==> src/rtl/fpv_pkg.sv <==
// Constants for the flash protect and prewrite-verify controller.
// Assumes one 100 MHz core clock and a plain register port.
package fpv_pkg;
  // Register byte addresses
  localparam logic [3:0] ADDR_FLASH_CTRL = 4'h0;
  localparam logic [3:0] ADDR_BLKSEL1    = 4'h1;
  localparam logic [3:0] ADDR_BLKSEL2    = 4'h2;
  localparam logic [3:0] ADDR_WAIT_CTRL  = 4'h3;
  localparam logic [3:0] ADDR_STATUS     = 4'h4;
  // Flash control field positions
  localparam int BIT_WRITE      = 0;
  localparam int BIT_WIPE       = 1;
  localparam int BIT_WRCHK      = 2;
  localparam int BIT_WIPECHK    = 3;
  // Wait control field positions
  localparam int BIT_OVL_LOW    = 6;
  localparam int BIT_OVL_HIGH   = 7;
  // Reset values
  localparam logic [7:0] RST_FLASH_CTRL = 8'h00;
  localparam logic [7:0] RST_BLKSEL     = 8'h00;
  localparam logic [7:0] RST_WAIT_CTRL  = 8'h08;
  // Value prewritten before erase
  localparam logic [7:0] PREWRITE_VAL   = 8'h00;
  // Overlap windows
  localparam logic [15:0] RAM_BASE_ALL  = 16'hF800;
  localparam logic [15:0] RAM_BASE_SB   = 16'hF880;
  localparam logic [15:0] ROM_BASE_ALL  = 16'h0000;
  localparam logic [15:0] ROM_BASE_SB   = 16'h0080;
  localparam logic [15:0] ROM_END_01    = 16'h00FF;
  localparam logic [15:0] ROM_END_10    = 16'h017F;
  localparam logic [15:0] ROM_END_11    = 16'h007F;
  // Verify settling time
  localparam int CLK_MHZ       = 100;
  localparam int VSET_US       = 4;
  localparam int VSET_CYC      = VSET_US * CLK_MHZ;
  // Array operating modes
  typedef enum logic [4:0] {
    MODE_PREVERIFY = 5'b00001,
    MODE_PROGRAM   = 5'b00010,
    MODE_ERASE     = 5'b00100,
    MODE_VERIFY    = 5'b01000,
    MODE_OFF       = 5'b10000
  } fpv_mode_t;
endpackage

==> src/rtl/fpv_ctrl.sv <==
// Flash protection, mode decode and RAM overlap redirection.
// Assumes CPU register port on core_clk; pins arrive asynchronously.
// What the document requires of this block and its software
// RULE_01 - Software prewrites every byte to zero before erase, RAM too.
// RULE_02 - Software clears write bit after the programming time.
// RULE_03 - All four control bits clear selects prewrite-verify mode.
// RULE_04 - Prewrite-verify applies verify level; reads return stored data.
// RULE_05 - Software waits 4 us after selecting prewrite-verify.
// RULE_06 - Software protection stops write or wipe entering program/erase.
// RULE_07 - Only selected blocks program or erase; zero selects protect all.
// RULE_08 - One overlap bit alone blocks program/erase, verify stays enabled.
// RULE_09 - No 12 V holds control registers cleared, all modes off.
// RULE_10 - Reset or standby clears control registers, all modes off.
// RULE_11 - Reset pin held low 20 ms power-up, ten cycles running.
// RULE_12 - Interrupt during program/erase aborts it, settings retained.
// RULE_13 - After abort program/erase stay off until reset.
// RULE_14 - Reads while write or wipe set are flagged invalid.
// RULE_15 - Both overlap bits, 12 V and interrupt enable vector overlap.
// RULE_16 - Software places NMI vector at RAM F806 before setting bits.
// RULE_17 - Software keeps NMI handler outside flash.
// RULE_18 - Interrupt mask flag set masks all sources except NMI.
// RULE_19 - Boot user program supplies vector, spares boot RAM area.
// RULE_20 - User program clears overlap bits if interrupts unused.
// RULE_21 - Overlap bits select one of three RAM windows or none.
// RULE_22 - Hardware protection overrides every software setting.
`timescale 1ns/10ps
`default_nettype none
module fpv_ctrl
  import fpv_pkg::*;
#(
  parameter int NBLK1 = 8,
  parameter int NBLK2 = 8
)(
  // Clock, reset, enable
  input  wire logic                   core_clk,
  input  wire logic                   srst,
  input  wire logic                   clkEn,
  // Register port
  input  wire logic [3:0]             regAddr,
  input  wire logic [7:0]             regWdata,
  input  wire logic                   regWr,
  input  wire logic                   regRd,
  output logic      [7:0]             regRdata,
  // Pins and system events
  input  wire logic                   vppHighPin,
  input  wire logic                   standbyPin,
  input  wire logic                   nmiPin,
  input  wire logic                   irqReq,
  input  wire logic                   intMaskFlag,
  // CPU flash access
  input  wire logic [15:0]            cpuAddr,
  input  wire logic                   cpuFlashRd,
  // Array controls
  output logic                        programEn,
  output logic                        eraseEn,
  output logic                        verifyEn,
  output logic                        preVerifyEn,
  output logic [NBLK1+NBLK2-1:0]      blockEn,
  output logic                        readInvalid,
  output logic                        verifyReady,
  output logic                        ovlActive,
  output logic                        ramSel,
  output logic [15:0]                 mappedAddr,
  output logic                        intTaken,
  output logic [4:0]                  arrayMode
);
  initial
  begin
    if (NBLK1 < 1 || NBLK1 > 8 || NBLK2 < 1 || NBLK2 > 8)
      $error("fpv_ctrl: block counts must be 1..8");
  end

  logic [7:0]  flashCtrl_ff;
  logic [7:0]  blkSel1_ff;
  logic [7:0]  blkSel2_ff;
  logic [7:0]  waitCtrl_ff;
  logic        intProt_ff;
  logic        ovlLatch_ff;
  logic [15:0] settle_ff;
  logic [7:0]  rdata_ff;
  logic        programEn_ff;
  logic        eraseEn_ff;
  logic        verifyEn_ff;
  logic        preVerify_ff;
  logic [NBLK1+NBLK2-1:0] blockEn_ff;
  logic        readInv_ff;
  logic        vReady_ff;
  logic        ramSel_ff;
  logic [15:0] mapped_ff;
  logic        intTaken_ff;
  fpv_mode_t   mode_ff;

  // Pins cross into core_clk
  logic [2:0] pinSync;
  fpv_sync2 #(.W(3)) u_sync (
    .core_clk (core_clk),
    .srst     (srst),
    .clkEn    (clkEn),
    .asyncIn  ({nmiPin, standbyPin, vppHighPin}),
    .syncOut  (pinSync)
  );
  wire vppOk   = pinSync[0];
  wire standby = pinSync[1];
  wire nmiLvl  = pinSync[2];

  // Interrupt qualification
  wire anyInt  = nmiLvl | (irqReq & ~intMaskFlag); // [RULE_18]

  // Hardware protection dominates
  wire hwClear = standby | ~vppOk;                  // [RULE_09] [RULE_10]
  wire hwBlock = hwClear | intProt_ff;              // [RULE_22]

  wire wrBit   = flashCtrl_ff[BIT_WRITE];
  wire wpBit   = flashCtrl_ff[BIT_WIPE];
  wire pvBit   = flashCtrl_ff[BIT_WRCHK];
  wire evBit   = flashCtrl_ff[BIT_WIPECHK];
  wire ovlHi   = waitCtrl_ff[BIT_OVL_HIGH];
  wire ovlLo   = waitCtrl_ff[BIT_OVL_LOW];

  // Emulation protect: exactly one overlap bit
  wire emuProt = ovlHi ^ ovlLo;                     // [RULE_08]
  wire [NBLK1+NBLK2-1:0] blkSelAll =
    {blkSel2_ff[NBLK2-1:0], blkSel1_ff[NBLK1-1:0]};
  wire anyBlk  = |blkSelAll;                        // [RULE_07]
  wire swBlock = emuProt | ~anyBlk;                 // [RULE_06]

  wire busy    = (wrBit | wpBit) & ~hwBlock & ~swBlock;
  wire abortEv = busy & anyInt;                     // [RULE_12]

  wire nxt_program = wrBit & ~hwBlock & ~swBlock & ~abortEv;
  wire nxt_erase   = wpBit & ~wrBit & ~hwBlock & ~swBlock & ~abortEv;
  wire nxt_verify  = (pvBit | evBit) & ~hwClear;    // [RULE_08]
  wire nxt_prever  = ~(wrBit | wpBit | pvBit | evBit) & ~hwClear; // [RULE_03]
  wire [NBLK1+NBLK2-1:0] nxt_blockEn =
    (nxt_program | nxt_erase) ? blkSelAll : '0;    // [RULE_07]

  fpv_mode_t nxt_mode;
  always_comb
  begin
    nxt_mode = MODE_OFF;
    if (nxt_program)
      nxt_mode = MODE_PROGRAM;
    else if (nxt_erase)
      nxt_mode = MODE_ERASE;
    else if (nxt_verify)
      nxt_mode = MODE_VERIFY;
    else if (nxt_prever)
      nxt_mode = MODE_PREVERIFY;
  end

  // Settle counter restarts when prewrite-verify is entered
  wire enterPv = nxt_prever & ~preVerify_ff;
  wire [15:0] nxt_settle = enterPv ? 16'h0000 :
    (settle_ff < 16'(VSET_CYC)) ? settle_ff + 16'h0001 : settle_ff;

  // Overlap window decode
  function automatic logic inWin(input logic [15:0] a,
                                 input logic [1:0]  sel);
    unique case (sel)
      2'b01:   inWin = (a >= ROM_BASE_SB) && (a <= ROM_END_01);
      2'b10:   inWin = (a >= ROM_BASE_SB) && (a <= ROM_END_10);
      2'b11:   inWin = (a <= ROM_END_11);
      default: inWin = 1'b0;
    endcase
  endfunction

  wire [1:0] ovlSel  = {ovlHi, ovlLo};
  wire bothOvl       = ovlHi & ovlLo;
  // Full overlap only once an interrupt arrives under 12 V
  wire ovlLatchSet   = bothOvl & vppOk & anyInt;    // [RULE_15]
  wire nxt_ovlLatch  = bothOvl & (ovlLatch_ff | ovlLatchSet);
  wire ovlOn         = (ovlSel == 2'b01) | (ovlSel == 2'b10) | nxt_ovlLatch;
  wire hit           = ovlOn & inWin(cpuAddr, ovlSel); // [RULE_21]
  wire [15:0] ramOfs = bothOvl ? RAM_BASE_ALL - ROM_BASE_ALL
                               : RAM_BASE_SB - ROM_BASE_SB;
  wire [15:0] nxt_mapped = hit ? cpuAddr + ramOfs : cpuAddr;

  // Register read mux
  wire [7:0] statusVal = {3'h0, ovlLatch_ff, vReady_ff, intProt_ff,
                          standby, vppOk};
  wire [7:0] rdMux =
    (regAddr == ADDR_FLASH_CTRL) ? flashCtrl_ff :
    (regAddr == ADDR_BLKSEL1)    ? blkSel1_ff   :
    (regAddr == ADDR_BLKSEL2)    ? blkSel2_ff   :
    (regAddr == ADDR_WAIT_CTRL)  ? waitCtrl_ff  :
    (regAddr == ADDR_STATUS)     ? statusVal    : 8'h00;

  wire wrCtrl = regWr & (regAddr == ADDR_FLASH_CTRL);
  wire wrB1   = regWr & (regAddr == ADDR_BLKSEL1);
  wire wrB2   = regWr & (regAddr == ADDR_BLKSEL2);
  wire wrWait = regWr & (regAddr == ADDR_WAIT_CTRL);

  // Control registers; hardware clear wins over writes
  always_ff @(posedge core_clk)
  begin
    if (srst)
    begin
      flashCtrl_ff <= RST_FLASH_CTRL;               // [RULE_10]
      blkSel1_ff   <= RST_BLKSEL;
      blkSel2_ff   <= RST_BLKSEL;
    end
    else if (clkEn)
    begin
      if (hwClear)
      begin
        flashCtrl_ff <= RST_FLASH_CTRL;             // [RULE_09] [RULE_10]
        blkSel1_ff   <= RST_BLKSEL;
        blkSel2_ff   <= RST_BLKSEL;
      end
      else
      begin
        if (wrCtrl)
          flashCtrl_ff <= {4'h0, regWdata[3:0]};
        if (wrB1)
          blkSel1_ff <= regWdata;
        if (wrB2)
          blkSel2_ff <= regWdata;
      end
    end
  end

  // Wait control is only cleared by reset, not by standby pin
  always_ff @(posedge core_clk)
  begin
    if (srst)
      waitCtrl_ff <= RST_WAIT_CTRL;
    else if (clkEn && wrWait)
      waitCtrl_ff <= regWdata;
  end

  // Interrupt protection is sticky until reset
  always_ff @(posedge core_clk)
  begin
    if (srst)
      intProt_ff <= 1'b0;
    else if (clkEn && abortEv)
      intProt_ff <= 1'b1;                           // [RULE_13]
  end

  always_ff @(posedge core_clk)
  begin
    if (srst)
    begin
      ovlLatch_ff <= 1'b0;
      settle_ff   <= 16'h0000;
    end
    else if (clkEn)
    begin
      ovlLatch_ff <= nxt_ovlLatch;
      settle_ff   <= nxt_settle;
    end
  end

  // Array control outputs, all registered
  always_ff @(posedge core_clk)
  begin
    if (srst)
    begin
      programEn_ff <= 1'b0;
      eraseEn_ff   <= 1'b0;
      verifyEn_ff  <= 1'b0;
      preVerify_ff <= 1'b0;
      blockEn_ff   <= '0;
      mode_ff      <= MODE_OFF;
    end
    else if (clkEn)
    begin
      programEn_ff <= nxt_program;                  // [RULE_06]
      eraseEn_ff   <= nxt_erase;
      verifyEn_ff  <= nxt_verify;
      preVerify_ff <= nxt_prever;                   // [RULE_04]
      blockEn_ff   <= nxt_blockEn;
      mode_ff      <= nxt_mode;
    end
  end

  // Access side outputs
  always_ff @(posedge core_clk)
  begin
    if (srst)
    begin
      rdata_ff    <= 8'h00;
      readInv_ff  <= 1'b0;
      vReady_ff   <= 1'b0;
      ramSel_ff   <= 1'b0;
      mapped_ff   <= 16'h0000;
      intTaken_ff <= 1'b0;
    end
    else if (clkEn)
    begin
      rdata_ff    <= regRd ? rdMux : 8'h00;
      readInv_ff  <= cpuFlashRd & ~hit & (wrBit | wpBit); // [RULE_14]
      vReady_ff   <= nxt_prever & ~enterPv &
                     (nxt_settle >= 16'(VSET_CYC));
      ramSel_ff   <= hit;                           // [RULE_15]
      mapped_ff   <= nxt_mapped;                    // [RULE_21]
      intTaken_ff <= anyInt;                        // [RULE_18]
    end
  end

  assign regRdata    = rdata_ff;
  assign programEn   = programEn_ff;
  assign eraseEn     = eraseEn_ff;
  assign verifyEn    = verifyEn_ff;
  assign preVerifyEn = preVerify_ff;
  assign blockEn     = blockEn_ff;
  assign readInvalid = readInv_ff;
  assign verifyReady = vReady_ff;
  assign ovlActive   = ovlLatch_ff;
  assign ramSel      = ramSel_ff;
  assign mappedAddr  = mapped_ff;
  assign intTaken    = intTaken_ff;
  assign arrayMode   = mode_ff;
endmodule
`default_nettype wire

==> src/rtl/fpv_sync2.sv <==
// Two-flop synchroniser for pin levels.
// Assumes the input is asynchronous to core_clk.
`timescale 1ns/10ps
`default_nettype none
module fpv_sync2
  import fpv_pkg::*;
#(
  parameter int W = 1
)(
  // Clock and reset
  input  wire logic         core_clk,
  input  wire logic         srst,
  input  wire logic         clkEn,
  // Data
  input  wire logic [W-1:0] asyncIn,
  output logic      [W-1:0] syncOut
);
  logic [W-1:0] meta_ff;
  logic [W-1:0] sync_ff;
  initial
  begin
    if (W < 1) $error("fpv_sync2: W must be at least 1");
  end
  always_ff @(posedge core_clk)
  begin
    if (srst)
    begin
      meta_ff <= '0;
      sync_ff <= '0;
    end
    else if (clkEn)
    begin
      meta_ff <= asyncIn;
      sync_ff <= meta_ff;
    end
  end
  assign syncOut = sync_ff;
endmodule
`default_nettype wire

==> config.mk <==
export PLATFORM = sky130hd
export DESIGN_NAME = fpv_ctrl
export DESIGN_NICKNAME = d
export VERILOG_FILES = /design/src/rtl/fpv_pkg.sv /design/src/rtl/fpv_ctrl.sv /design/src/rtl/fpv_sync2.sv
export SDC_FILE = /design/constraint.sdc
export NUM_CORES = 1
export LEC_CHECK = 0
export BUFFER_PORTS_ARGS = -buffer_cell sky130_fd_sc_hd__buf_2
export CAP_MARGIN = 0
export CELL_PAD_IN_SITES_DETAIL_PLACEMENT = 1
export CELL_PAD_IN_SITES_GLOBAL_PLACEMENT = 1
export CORE_MARGIN = 1.5
export CORE_UTILIZATION = 42
export CTS_BUF_LIST = sky130_fd_sc_hd__clkbuf_2 sky130_fd_sc_hd__clkbuf_4 sky130_fd_sc_hd__clkbuf_8
export DETAILED_ROUTE_END_ITERATION = 16
export PLACE_DENSITY = 0.81
export SLEW_MARGIN = 30
export SYNTH_ARGS = -nofsm -noshare
export SYNTH_HDL_FRONTEND = slang
export SYNTH_SLANG_ARGS = --single-unit
==> constraint.sdc <==
create_clock -name core_clk -period 2.3 [get_ports core_clk]
set_input_delay 0.23 -clock core_clk [delete_from_list [all_inputs] [get_ports core_clk]]
set_output_delay 0.23 -clock core_clk [all_outputs]
set_load 0.03 [all_outputs]
==> results of run 1 <==
-- placed cells by master, fill, tap and decap left out, types with 3 or more instances in the layout --
cell type / n
and4_1: 4
a21oi_1: 40
clkbuf_8: 10
dfxtp_1: 104
buf_2: 92
nand4_1: 4
buf_4: 14
o21ai_0: 13
mux2i_1: 26
nor2_1: 74
nor3_1: 8
inv_1: 9
and2_1: 8
bufinv_16: 3
nand2b_1: 6
nor2_2: 3
mux2_2: 7
or3_1: 3
a211oi_1: 7
a31oi_1: 3
nor4_1: 7
a22oi_1: 29
ha_1: 5
nand2_1: 42
nor2b_1: 7
o32ai_1: 3
nand3_1: 28
-- report_power, final --
| part | total, mW | switching (mW) | internal, mW |
|---|---|---|---|
| clock | 1.39 | 0.628 | 0.758 |
| sequential | 1.85 | 0.0201 | 1.83 |
| combinational | 0.303 | 0.204 | 0.0994 |
| total | 3.54 | 0.852 | 2.69 |
-- per-layer routing --
| metal | wire [um] | up-vias |
|---|---|---|
| met4 | 251 | 0 |
| met1 | 5400 | 1951 |
| met5 | 0 | - |
| li1 | - | 1970 |
| met3 | 553 | 22 |
| met2 | 6550 | 97 |
-- cell families (layout without fill, tap and decap cells) --
family                     count (synthesis)  after routing  synth area share
AOI/OAI and AO/OA                        110            110             0.160
xor gates and xnor gates                   3              3           0.00596
adders and majority gates                  5              5            0.0142
buffers and inverters                     41            133            0.0372
DFF                                      104            104             0.472
muxes                                     34             34            0.0821
and+or+nand+nor                          206            206             0.228
-- worst reg2reg max path, delay by kind of cell, from the launching register on --
kind | cells | cell delay [ps]
and+or+nand+nor | 1 | 250
DFF | 1 | 480
AOI/OAI and AO/OA | 4 | 1180
-- state kept, by name (all words and copies together), names as in the netlist, 3 cells and up --
signal and count:
blockEn 16, mappedAddr 16, settle_ff 16, blkSel1_ff 8
blkSel2_ff 8, regRdata 8, waitCtrl_ff 8, arrayMode 5
flashCtrl_ff 4, u_sync.meta_ff 3, u_sync.syncOut 3
-- worst min-delay path by stage --
stage | startpoint | endpoint | cells after the start
finish | cpuAddr[3] | mappedAddr[3]$_SDFFE_PP0P_ | 3
global route | cpuAddr[3] | mappedAddr[3]$_SDFFE_PP0P_ | 3
detailed placement | regRdata[4]$_SDFFE_PP0P_ | regRdata[4]$_SDFFE_PP0P_ | 2
floorplan | regWdata[3] | waitCtrl_ff[3]$_SDFFE_PP1P_ | 1
CTS | cpuAddr[1] | mappedAddr[1]$_SDFFE_PP0P_ | 3
global placement | settle_ff[15]$_SDFFE_PP0P_ | settle_ff[15]$_SDFFE_PP0P_ | 1
-- area by class of cell --
cell class	count	area, sq um
Inverter	10	37.5
Multi-Input combinational cell	358	2160
Clock inverter	6	115
Timing Repair Buffer	107	586
Fill cell	1262	4940
Tap cell	136	170
Clock buffer	10	138
Sequential cell	104	2080
-- synth_stat cells, types with 8 or more instances --
| cell | count |
|---|---|
| dfxtp_1 | 104 |
| clkbuf_1 | 20 |
| and2_1 | 8 |
| nand2_1 | 42 |
| o21ai_0 | 13 |
| inv_1 | 9 |
| a21oi_1 | 40 |
| a22oi_1 | 29 |
| nand3_1 | 28 |
| nor3_1 | 8 |
| mux2i_1 | 26 |
| nor2_1 | 74 |
==> impl_results.md, run 1 <==
* Worst R2R Path Depth at 5
* Fin cells at 731
* Setup Crit Path Kind: flop to flop
* Max VDD drop at 0.278 mV
* Register area share after synthesis at 0.472
* Post-DP Area at 0.00504 sq mm
* CP max stage delay at 480 ps
* Synth top area share at 0.472
* Slew Limit Fails at 0
* Fin worst setup slack at 276 ps
* Crit path capture: settle_ff[7]$_SDFFE_PP0P_
* WP depth at 5
* I/O pin cnt at 93
* Leak at 2.17 nW
* Gpl congestion at 0.925
* Postcts setup bufs at 0
* Clock skew at 11.7 ps
* Total power at 3.54 mW
* DIE WIDTH at 105 um
* Total CTS buffers at 9
* IO buf count at 92
* HPWL after detailed placement at 9.56 mm
* Resize count post-CTS at 0
* Synth Flop Type: dfxtp_1
* H-tree depth at 3
* Crit-path cells: a21boi_0 > nand3_1 > o31a_1 > o21ai_0 > o22ai_1
* Count of flip-flops with a built-in enable after synthesis at 0
* Most Used Layer, Global Route: met2
* Slew @ Worst Pin at 737 ps
* CP Data Required Time at 2550 ps
* Placed cells at 715
* Met3 Use GR at 0.0470
* Post-Syn Area at 0.00441 sq mm
* Post-Place Worst Slack at 330 ps
* Worst Setup Start Kind: flop
* Final net count at 634
* R2R setup slack at 280 ps
* Area Overhead vs Synth at 20.0%
* Syn Area/Cell at 8.76 sq um
* Clock buffer depth at 2
* # rows at 37
* Root buffer cell: clkbuf_8
* Drt initial violations at 195
* Crit path DAT at 2280 ps
* Syn_nets at 547
* TritonCTS clock tree: done
* PwrDens at 669 mW/mm^2
* Global-route wire length before repair at 21.1 mm
* Setup TNS at 0 ps
* Detailed-route DRC error count at 0
* Max_cap viols at 0
* WL final at 12.7 mm
* GRT Total Usage at 0.239
* Clock tree sinks at 104
* Syn. warnings at 0
* Wirelength per Cell at 17.4 um
* Setup violators final at 0
* Synth Instances at 503
* Synth area leaders: dfxtp_1 (47%), nor2_1 (6.3%), mux2i_1 (5.9%)
* Clock transition at the registers of the reported paths at 100 ps
* Gr ovfl total at 0
* Met1 usage at 0.284
* Initial antenna violation count at 0
* Design Area, Final at 0.00529 sq mm
* Crit Reg-Reg Startpoint: settle_ff[4]$_SDFFE_PP0P_
* Netlist cell types at 53
* Vias in the first global route at 4,166
* Final min period at 2020 ps
* CP delay by family, top: compound AO/OA/AOI/OAI gates
* Die area at 0.0111 sq mm
* Core Area at 0.0102 sq mm
* Unrepaired setup endpoints after global routing: false
* Util after Layout at 0.517
* Status: complete, no violations
* Final period utilization at 0.880
* Drt pass-1 iters at 4
* Yosys top cell by area: dfxtp_1
* Worst-path fanout max at 6
* Synth Register Bits at 104
* Slowest CP cell: dfxtp_1
* Grt met2 use at 0.424
* RR Endpoint: settle_ff[7]$_SDFFE_PP0P_
* Setup crit end kind: flop
* Hold Path Class: input pin to flop
* Routed Antenna Nets at 0
* Initial Util at 0.431
* Ys async rst share at 0
* Worst-Skew Late Latency at 380 ps
* Die H at 105 um
* WHS at 86.4 ps
* Hold Violations, Final at 0
* F_max at 494 MHz
* Crit path launch: settle_ff[4]$_SDFFE_PP0P_
* WP buf/inv at 0
* Vias at 4,040
* Antenna fix cells at 0
* Worst relative slew slack at 0.502
* Post-CTS Hold Fix Bufs at 0
* Via-to-Cell Ratio at 5.53
* Fraction of layout cells with a size suffix above 1 at 0.239
* Largest net degree at the start of global routing at 79
No activity file was read; power rests on OpenSTA's default activity.
==> run 2: changes to the inputs <==
CORE_MARGIN = 8   (was 1.5)
==> run 2 against run 1 <==
  * Flip-flop and latch count stayed put
  * Register-to-register slack gained 50 ps
  * Combinational power about the same
  * Highest routed layer unchanged
==> impl_results.md, run 2 (synthesis results as in run 1) <==
* Design Area, Final at 0.00523 sq mm (-1.1%)
* Hold_sp: cpuAddr[2]
* Crit path DAT at 2250 ps (-30 ps)
* HPWL after detailed placement at 9.83 mm (+2.9%)
* Root buffer cell: clkbuf_8
* Final period utilization at 0.858 (-0.0217)
* Largest net degree at the start of global routing at 42 (-47%)
* Post-Place Worst Slack at 370 ps (+39.8 ps)
* Worst-path fanout max at 6 (unchanged)
* Postcts setup bufs at 0 (unchanged)
* H-tree depth at 3 (unchanged)
* PwrDens at 650 mW/mm^2 (-2.9%)
* Core Area at 0.0103 sq mm (+0.45%)
* CP Data Required Time at 2570 ps (+20 ps)
* Via-to-Cell Ratio at 5.66 (+2.4%)
* F_max at 507 MHz (+2.5%)
* Vias at 4,119 (+2.0%)
* WHS at 99.1 ps (+12.7 ps)
* Post-DP Area at 0.00502 sq mm (-0.40%)
* Final net count at 633 (-0.16%)
* Initial antenna violation count at 0 (unchanged)
* Status: complete, no violations
* Most frequent cells in the layout: dfxtp_1 (104), buf_2 (92), nor2_1 (74), nand2_1 (42), a21oi_1 (40)
* Die H at 118 um (+12%)
* Gr ovfl total at 0 (unchanged)
* Wirelength per Cell at 18.2 um (+4.1%)
* DIE WIDTH at 118 um (+12%)
* Worst-Skew Late Latency at 360 ps (-20 ps)
* Initial Util at 0.429 (-0.00194)
* Slew Limit Fails at 0 (unchanged)
* Fraction of layout cells with a size suffix above 1 at 0.235 (-0.00386)
* Commonest non-fill, non-tap cell in the layout: dfxtp_1
* CP max stage delay at 480 ps (about the same)
* Post-CTS Hold Fix Bufs at 0 (unchanged)
* Vias in the first global route at 4,374 (+5.0%)
* Drt initial violations at 282 (+45%)
* Setup violators final at 0 (unchanged)
* Crit-path cells: nor3_1 > and4_1 > nor4_2 > or4b_4 > o41ai_2
* R2R setup slack at 330 ps (+50 ps)
* Gpl congestion at 0.922 (-0.36%)
* GRT Total Usage at 0.188 (-0.0507)
* Area Overhead vs Synth at 18.7%
* WP buf/inv at 0 (unchanged)
* Slowest CP cell: or4b_4
* Final min period at 1970 ps (-49.9 ps)
* Worst Setup Start Kind: flop
* Die area at 0.0140 sq mm (+26%)
* Worst relative slew slack at 0.526 (+0.0234)
* Clock transition at the registers of the reported paths at 100 ps (about the same)
* TritonCTS clock tree: done
* Max_cap viols at 0 (unchanged)
* Total CTS buffers at 9 (unchanged)
* Detailed-route DRC error count at 0 (unchanged)
* WL final at 13.2 mm (+3.7%)
* I/O pin cnt at 93 (unchanged)
* Util after Layout at 0.509 (-0.00817)
* Drt pass-1 iters at 4 (unchanged)
* Hold Violations, Final at 0 (unchanged)
* Slew @ Worst Pin at 703 ps (-34.7 ps)
* Fin worst setup slack at 326 ps (+49.9 ps)
* Unrepaired setup endpoints after global routing: false
* Max VDD drop at 0.413 mV (+49%)
* CP delay by family, top: simple AND/OR/NAND/NOR gates
* Resize count post-CTS at 0 (unchanged)
* Setup TNS at 0 ps (unchanged)
* Crit Reg-Reg Startpoint: settle_ff[15]$_SDFFE_PP0P_
* Clock skew at 7.13 ps (-4.59 ps)
* Hold Path Class: input pin to flop
* Antenna fix cells at 0 (unchanged)
* Global-route wire length before repair at 21.9 mm (+4.2%)
* # rows at 37 (unchanged)
* Crit path launch: settle_ff[15]$_SDFFE_PP0P_
* Leak at 2.14 nW (-1.2%)
* Setup Crit Path Kind: flop to flop
* Setup crit end kind: flop
* Clock buffer depth at 2 (unchanged)
* IO buf count at 92 (unchanged)
* Clock tree sinks at 104 (unchanged)
* Routed Antenna Nets at 0 (unchanged)
## run 2: cell count changes in the layout (fill, tap and decap cells not counted), sizes merged
cell,delta
buf,-1
bufinv,-1
clkbuf,+1
clkinv,-1
inv,-1
## run 2: worst paths after layout
kind / to / cells past startpoint
worst max register to register: verifyReady$_SDFFE_PP0P_ / 5
worst min-delay path: mappedAddr[2]$_SDFFE_PP0P_ / 3
worst max-delay path: verifyReady$_SDFFE_PP0P_ / 5
worst min register to register: blockEn[1]$_SDFFE_PP0P_ / 2
## run 2: through the flow
stage / cells / power (mW)
final: 728 / 3.40
after global routing: 728 / 3.53
after CTS: 728 / 3.44
after detailed placement: 714 / 2.20
after global placement: 714 / 2.18
after floorplan: 503 / 2.08
## run 2: report_power, final
group	leakage, nW	switching, mW	internal [mW]
Combinational	1.20	0.207	0.0976
Clock	0.105	0.600	0.644
Sequential	0.843	0.0189	1.83
## run 2: final cells by class
cell class | count | area (sq um)
fill | 1241 | 5050
multi-input combinational | 358 | 2160
sequential | 104 | 2080
timing repair buffer | 106 | 566
tap | 136 | 170
clock buffer | 11 | 145
clock inverter | 3 | 67.6
inverter | 10 | 37.5
## run 2: metal layers
metal,part of all wire,GRT usage
met2,0.48,0.324
met5,0,0
met3,0.051,0.0438
met4,0.025,0.0743
met1,0.44,0.223
## run 2: worst min-delay path, delay by kind of cell
kind / cells / cell delay, ps
buf+inv: 1 / 70
mux: 1 / 50
simple gates: 1 / 70
==> run 3: changes to the inputs <==
SYNTH_HIERARCHICAL = 1   (was default)
==> run 3 against run 2 <==
  * Largest cell class unchanged
  * Combinational power rose by 3%
  * Critical endpoint unchanged
  * Setup slack improved by 6.9 ps
  * Area after synthesis rose by 0.54%
  * Sequential share of layout area fell by 0.067 points
  * Clock power barely moved
==> impl_results.md, run 3 <==
* Hold Violations, Final at 0 (unchanged)
* Global-route wire length before repair at 22.5 mm (+2.7%)
* Count of flip-flops with a built-in enable after synthesis at 0 (unchanged)
* Gpl congestion at 0.935 (+1.4%)
* Unrepaired setup endpoints after global routing: false
* Synth area leaders: dfxtp_1 (47%), mux2i_1 (6.8%), nor2_1 (6.8%)
* Drt initial violations at 242 (-14%)
* Drt pass-1 iters at 4 (unchanged)
* Setup Crit Path Kind: flop to flop
* Setup TNS at 0 ps (unchanged)
* Via-to-Cell Ratio at 5.58 (-1.5%)
* I/O pin cnt at 93 (unchanged)
* Synth Instances at 513 (+2.0%)
* Vias in the first global route at 4,364 (-0.23%)
* Total CTS buffers at 9 (unchanged)
* Top post-synthesis cells by count: dfxtp_1 (104), nor2_1 (80), a21oi_1 (43), nand2_1 (38), mux2i_1 (30)
* Max_cap viols at 0 (unchanged)
* TritonCTS clock tree: done
* Clock skew at 12.2 ps (+5.08 ps)
* Post-CTS Hold Fix Bufs at 0 (unchanged)
* Area Overhead vs Synth at 18.2%
* Worst relative slew slack at 0.510 (-0.0151)
* Placed cells at 721 (+0.98%)
* Setup violators final at 0 (unchanged)
* R2R setup slack at 330 ps (about the same)
* CP Data Required Time at 2520 ps (-50 ps)
* Fin cells at 737 (+1.2%)
* # rows at 37 (unchanged)
* Antenna fix cells at 0 (unchanged)
* Slowest CP cell: or4_4
* Slew Limit Fails at 0 (unchanged)
* Fraction of layout cells with a size suffix above 1 at 0.213 (-0.0218)
* Resize count post-CTS at 0 (unchanged)
* Syn Area/Cell at 8.64 sq um (-1.4%)
* Post-Syn Area at 0.00443 sq mm (+0.54%)
* Final min period at 1970 ps (-6.93 ps)
* Worst-Skew Late Latency at 370 ps (about the same)
* Synth Flop Type: dfxtp_1
* PwrDens at 649 mW/mm^2 (-0.13%)
* Crit-path cells: or4_4 > nor3_4 > nand3_1 > xnor2_1 > o211ai_1 > a21oi_1
* Yosys top cell by area: dfxtp_1
* GRT Total Usage at 0.194 (+0.00539)
* Setup crit end kind: flop
* Initial antenna violation count at 0 (unchanged)
* Final net count at 640 (+1.1%)
* Detailed-route DRC error count at 0 (unchanged)
* Worst Setup Start Kind: flop
* Die area at 0.0141 sq mm (+0.46%)
* Commonest non-fill, non-tap cell in the layout: dfxtp_1
* Ys async rst share at 0 (unchanged)
* Hold EP: u_sync/meta_ff[2]$_SDFFE_PP0P_
* Core Area at 0.0103 sq mm (unchanged)
* Status: complete, no violations
* Final period utilization at 0.855 (-0.00301)
* Max VDD drop at 0.309 mV (-25%)
* Clock transition at the registers of the reported paths at 100 ps (about the same)
* Crit Reg-Reg Startpoint: settle_ff[11]$_SDFFE_PP0P_
* HPWL after detailed placement at 10.1 mm (+3.1%)
* Slew @ Worst Pin at 734 ps (+31.6 ps)
* Postcts setup bufs at 0 (unchanged)
* Hold Path Class: input pin to flop
* Root buffer cell: clkbuf_8
* Total power at 3.40 mW (about the same)
* Gr ovfl total at 0 (unchanged)
* Wirelength per Cell at 18.4 um (+1.5%)
* Clock tree sinks at 104 (unchanged)
* IO buf count at 92 (unchanged)
* WHS Path Cells at 3 (unchanged)
* Leak at 2.19 nW (+2.0%)
* Syn_nets at 557 (+1.8%)
* Most frequent cells in the layout: dfxtp_1 (104), buf_2 (92), nor2_1 (80), a21oi_1 (43), nand2_1 (38)
* Clock buffer depth at 2 (unchanged)
* Die H at 119 um (+0.23%)
* RR Endpoint: verifyReady$_SDFFE_PP0P_
* DIE WIDTH at 119 um (+0.23%)
* Most numerous cell in the Yosys netlist: dfxtp_1
* Initial Util at 0.431 (+0.00231)
* Crit path DAT at 2190 ps (-60 ps)
* Worst R2R Path Depth at 6 (+1)
* Synth top area share at 0.470 (-0.00254)
* Synth Register Bits at 104 (unchanged)
* Routed Antenna Nets at 0 (unchanged)
* Register area share after synthesis at 0.470 (-0.00254)
* F_max at 508 MHz (+0.35%)
* H-tree depth at 3 (unchanged)
* WL final at 13.6 mm (+2.7%)
* Vias at 4,109 (-0.24%)
* Netlist cell types at 52 (-1.9%)
* Largest net degree at the start of global routing at 51 (+21%)
* Hold_sp: nmiPin
* Syn. warnings at 6 (+6)
* Worst-path fanout max at 6 (unchanged)
* CP max stage delay at 560 ps (+80 ps)
run 3: changes by cell type in the layout (fill, tap and decap cells not counted), sizes merged, moves of 4 or more:
cell	change
mux2i	+4
nor3b	+4
buf	-5
inv	+4
o211ai	+4
nor2	+4
o21ai	+4
a22oi	-4
run 3: how the worst max path moves through the flow:
stage,from,end,slack [ps],cells after the start
final,settle_ff[11]$_SDFFE_PP0P_,verifyReady$_SDFFE_PP0P_,330,6
after global routing,waitCtrl_ff[6]$_SDFFE_PP0P_,mappedAddr[13]$_SDFFE_PP0P_,100,7
after CTS,u_sync/syncOut[0]$_SDFFE_PP0P_,blkSel2_ff[1]$_SDFFE_PP0P_,330,5
after detailed placement,intMaskFlag,mappedAddr[13]$_SDFFE_PP0P_,260,7
after global placement,intMaskFlag,mappedAddr[15]$_SDFFE_PP0P_,350,7
after floorplan,waitCtrl_ff[6]$_SDFFE_PP0P_,blockEn[7]$_SDFFE_PP0P_,480,8
run 3: cells by family (layout without fill, tap and decap cells):
logic type / count (synthesis) / after routing / synth area share
AOI/OAI and AO/OA: 109 / 109 / 0.155
xor gates and xnor gates: 5 / 5 / 0.00989
adders and majority gates: 5 / 5 / 0.0141
buffers and inverters: 43 / 131 / 0.0401
DFF: 104 / 104 / 0.470
muxes: 34 / 34 / 0.0779
and+or+nand+nor: 213 / 213 / 0.233
run 3: report_power, final:
group	switching [mW]	total, mW	internal [mW]
registers	0.0200	1.85	1.83
logic	0.209	0.312	0.103
clock network	0.602	1.24	0.634
run 3: layout make-up:
cell class / count / area, sq um
fill: 1294 / 5040
multi-input combinational: 366 / 2170
sequential: 104 / 2080
timing repair buffer: 101 / 541
clock buffer: 14 / 186
tap: 136 / 170
inverter: 14 / 52.6
clock inverter: 2 / 35.0
run 3: per-stage QoR:
step	area (sq um)	hold slack (ps)	utilization	setup WS, ps
2_1_floorplan	4430	302	-	479
3_3_place_gp	5020	434	0.488	352
3_5_place_dp	5020	440	0.488	256
4_1_cts	5240	73.7	0.510	333
5_1_grt	5240	85.5	0.510	101
6_report	5240	96.4	0.510	333
run 3: critical path: cells and delay by family, from the launching register on:
family	cells	cell delay (ps)
DFF	1	310
xor gates and xnor gates	1	150
AOI/OAI and AO/OA	2	300
and+or+nand+nor	3	1060
run 3: layer usage:
layer  track usage  vias to the layer above  share of wire
met5             0                        -              0
met4        0.0656                        0          0.017
met3        0.0543                       17          0.062
met2         0.321                      124           0.47
met1         0.237                     1998           0.45
li1              -                     1970              -
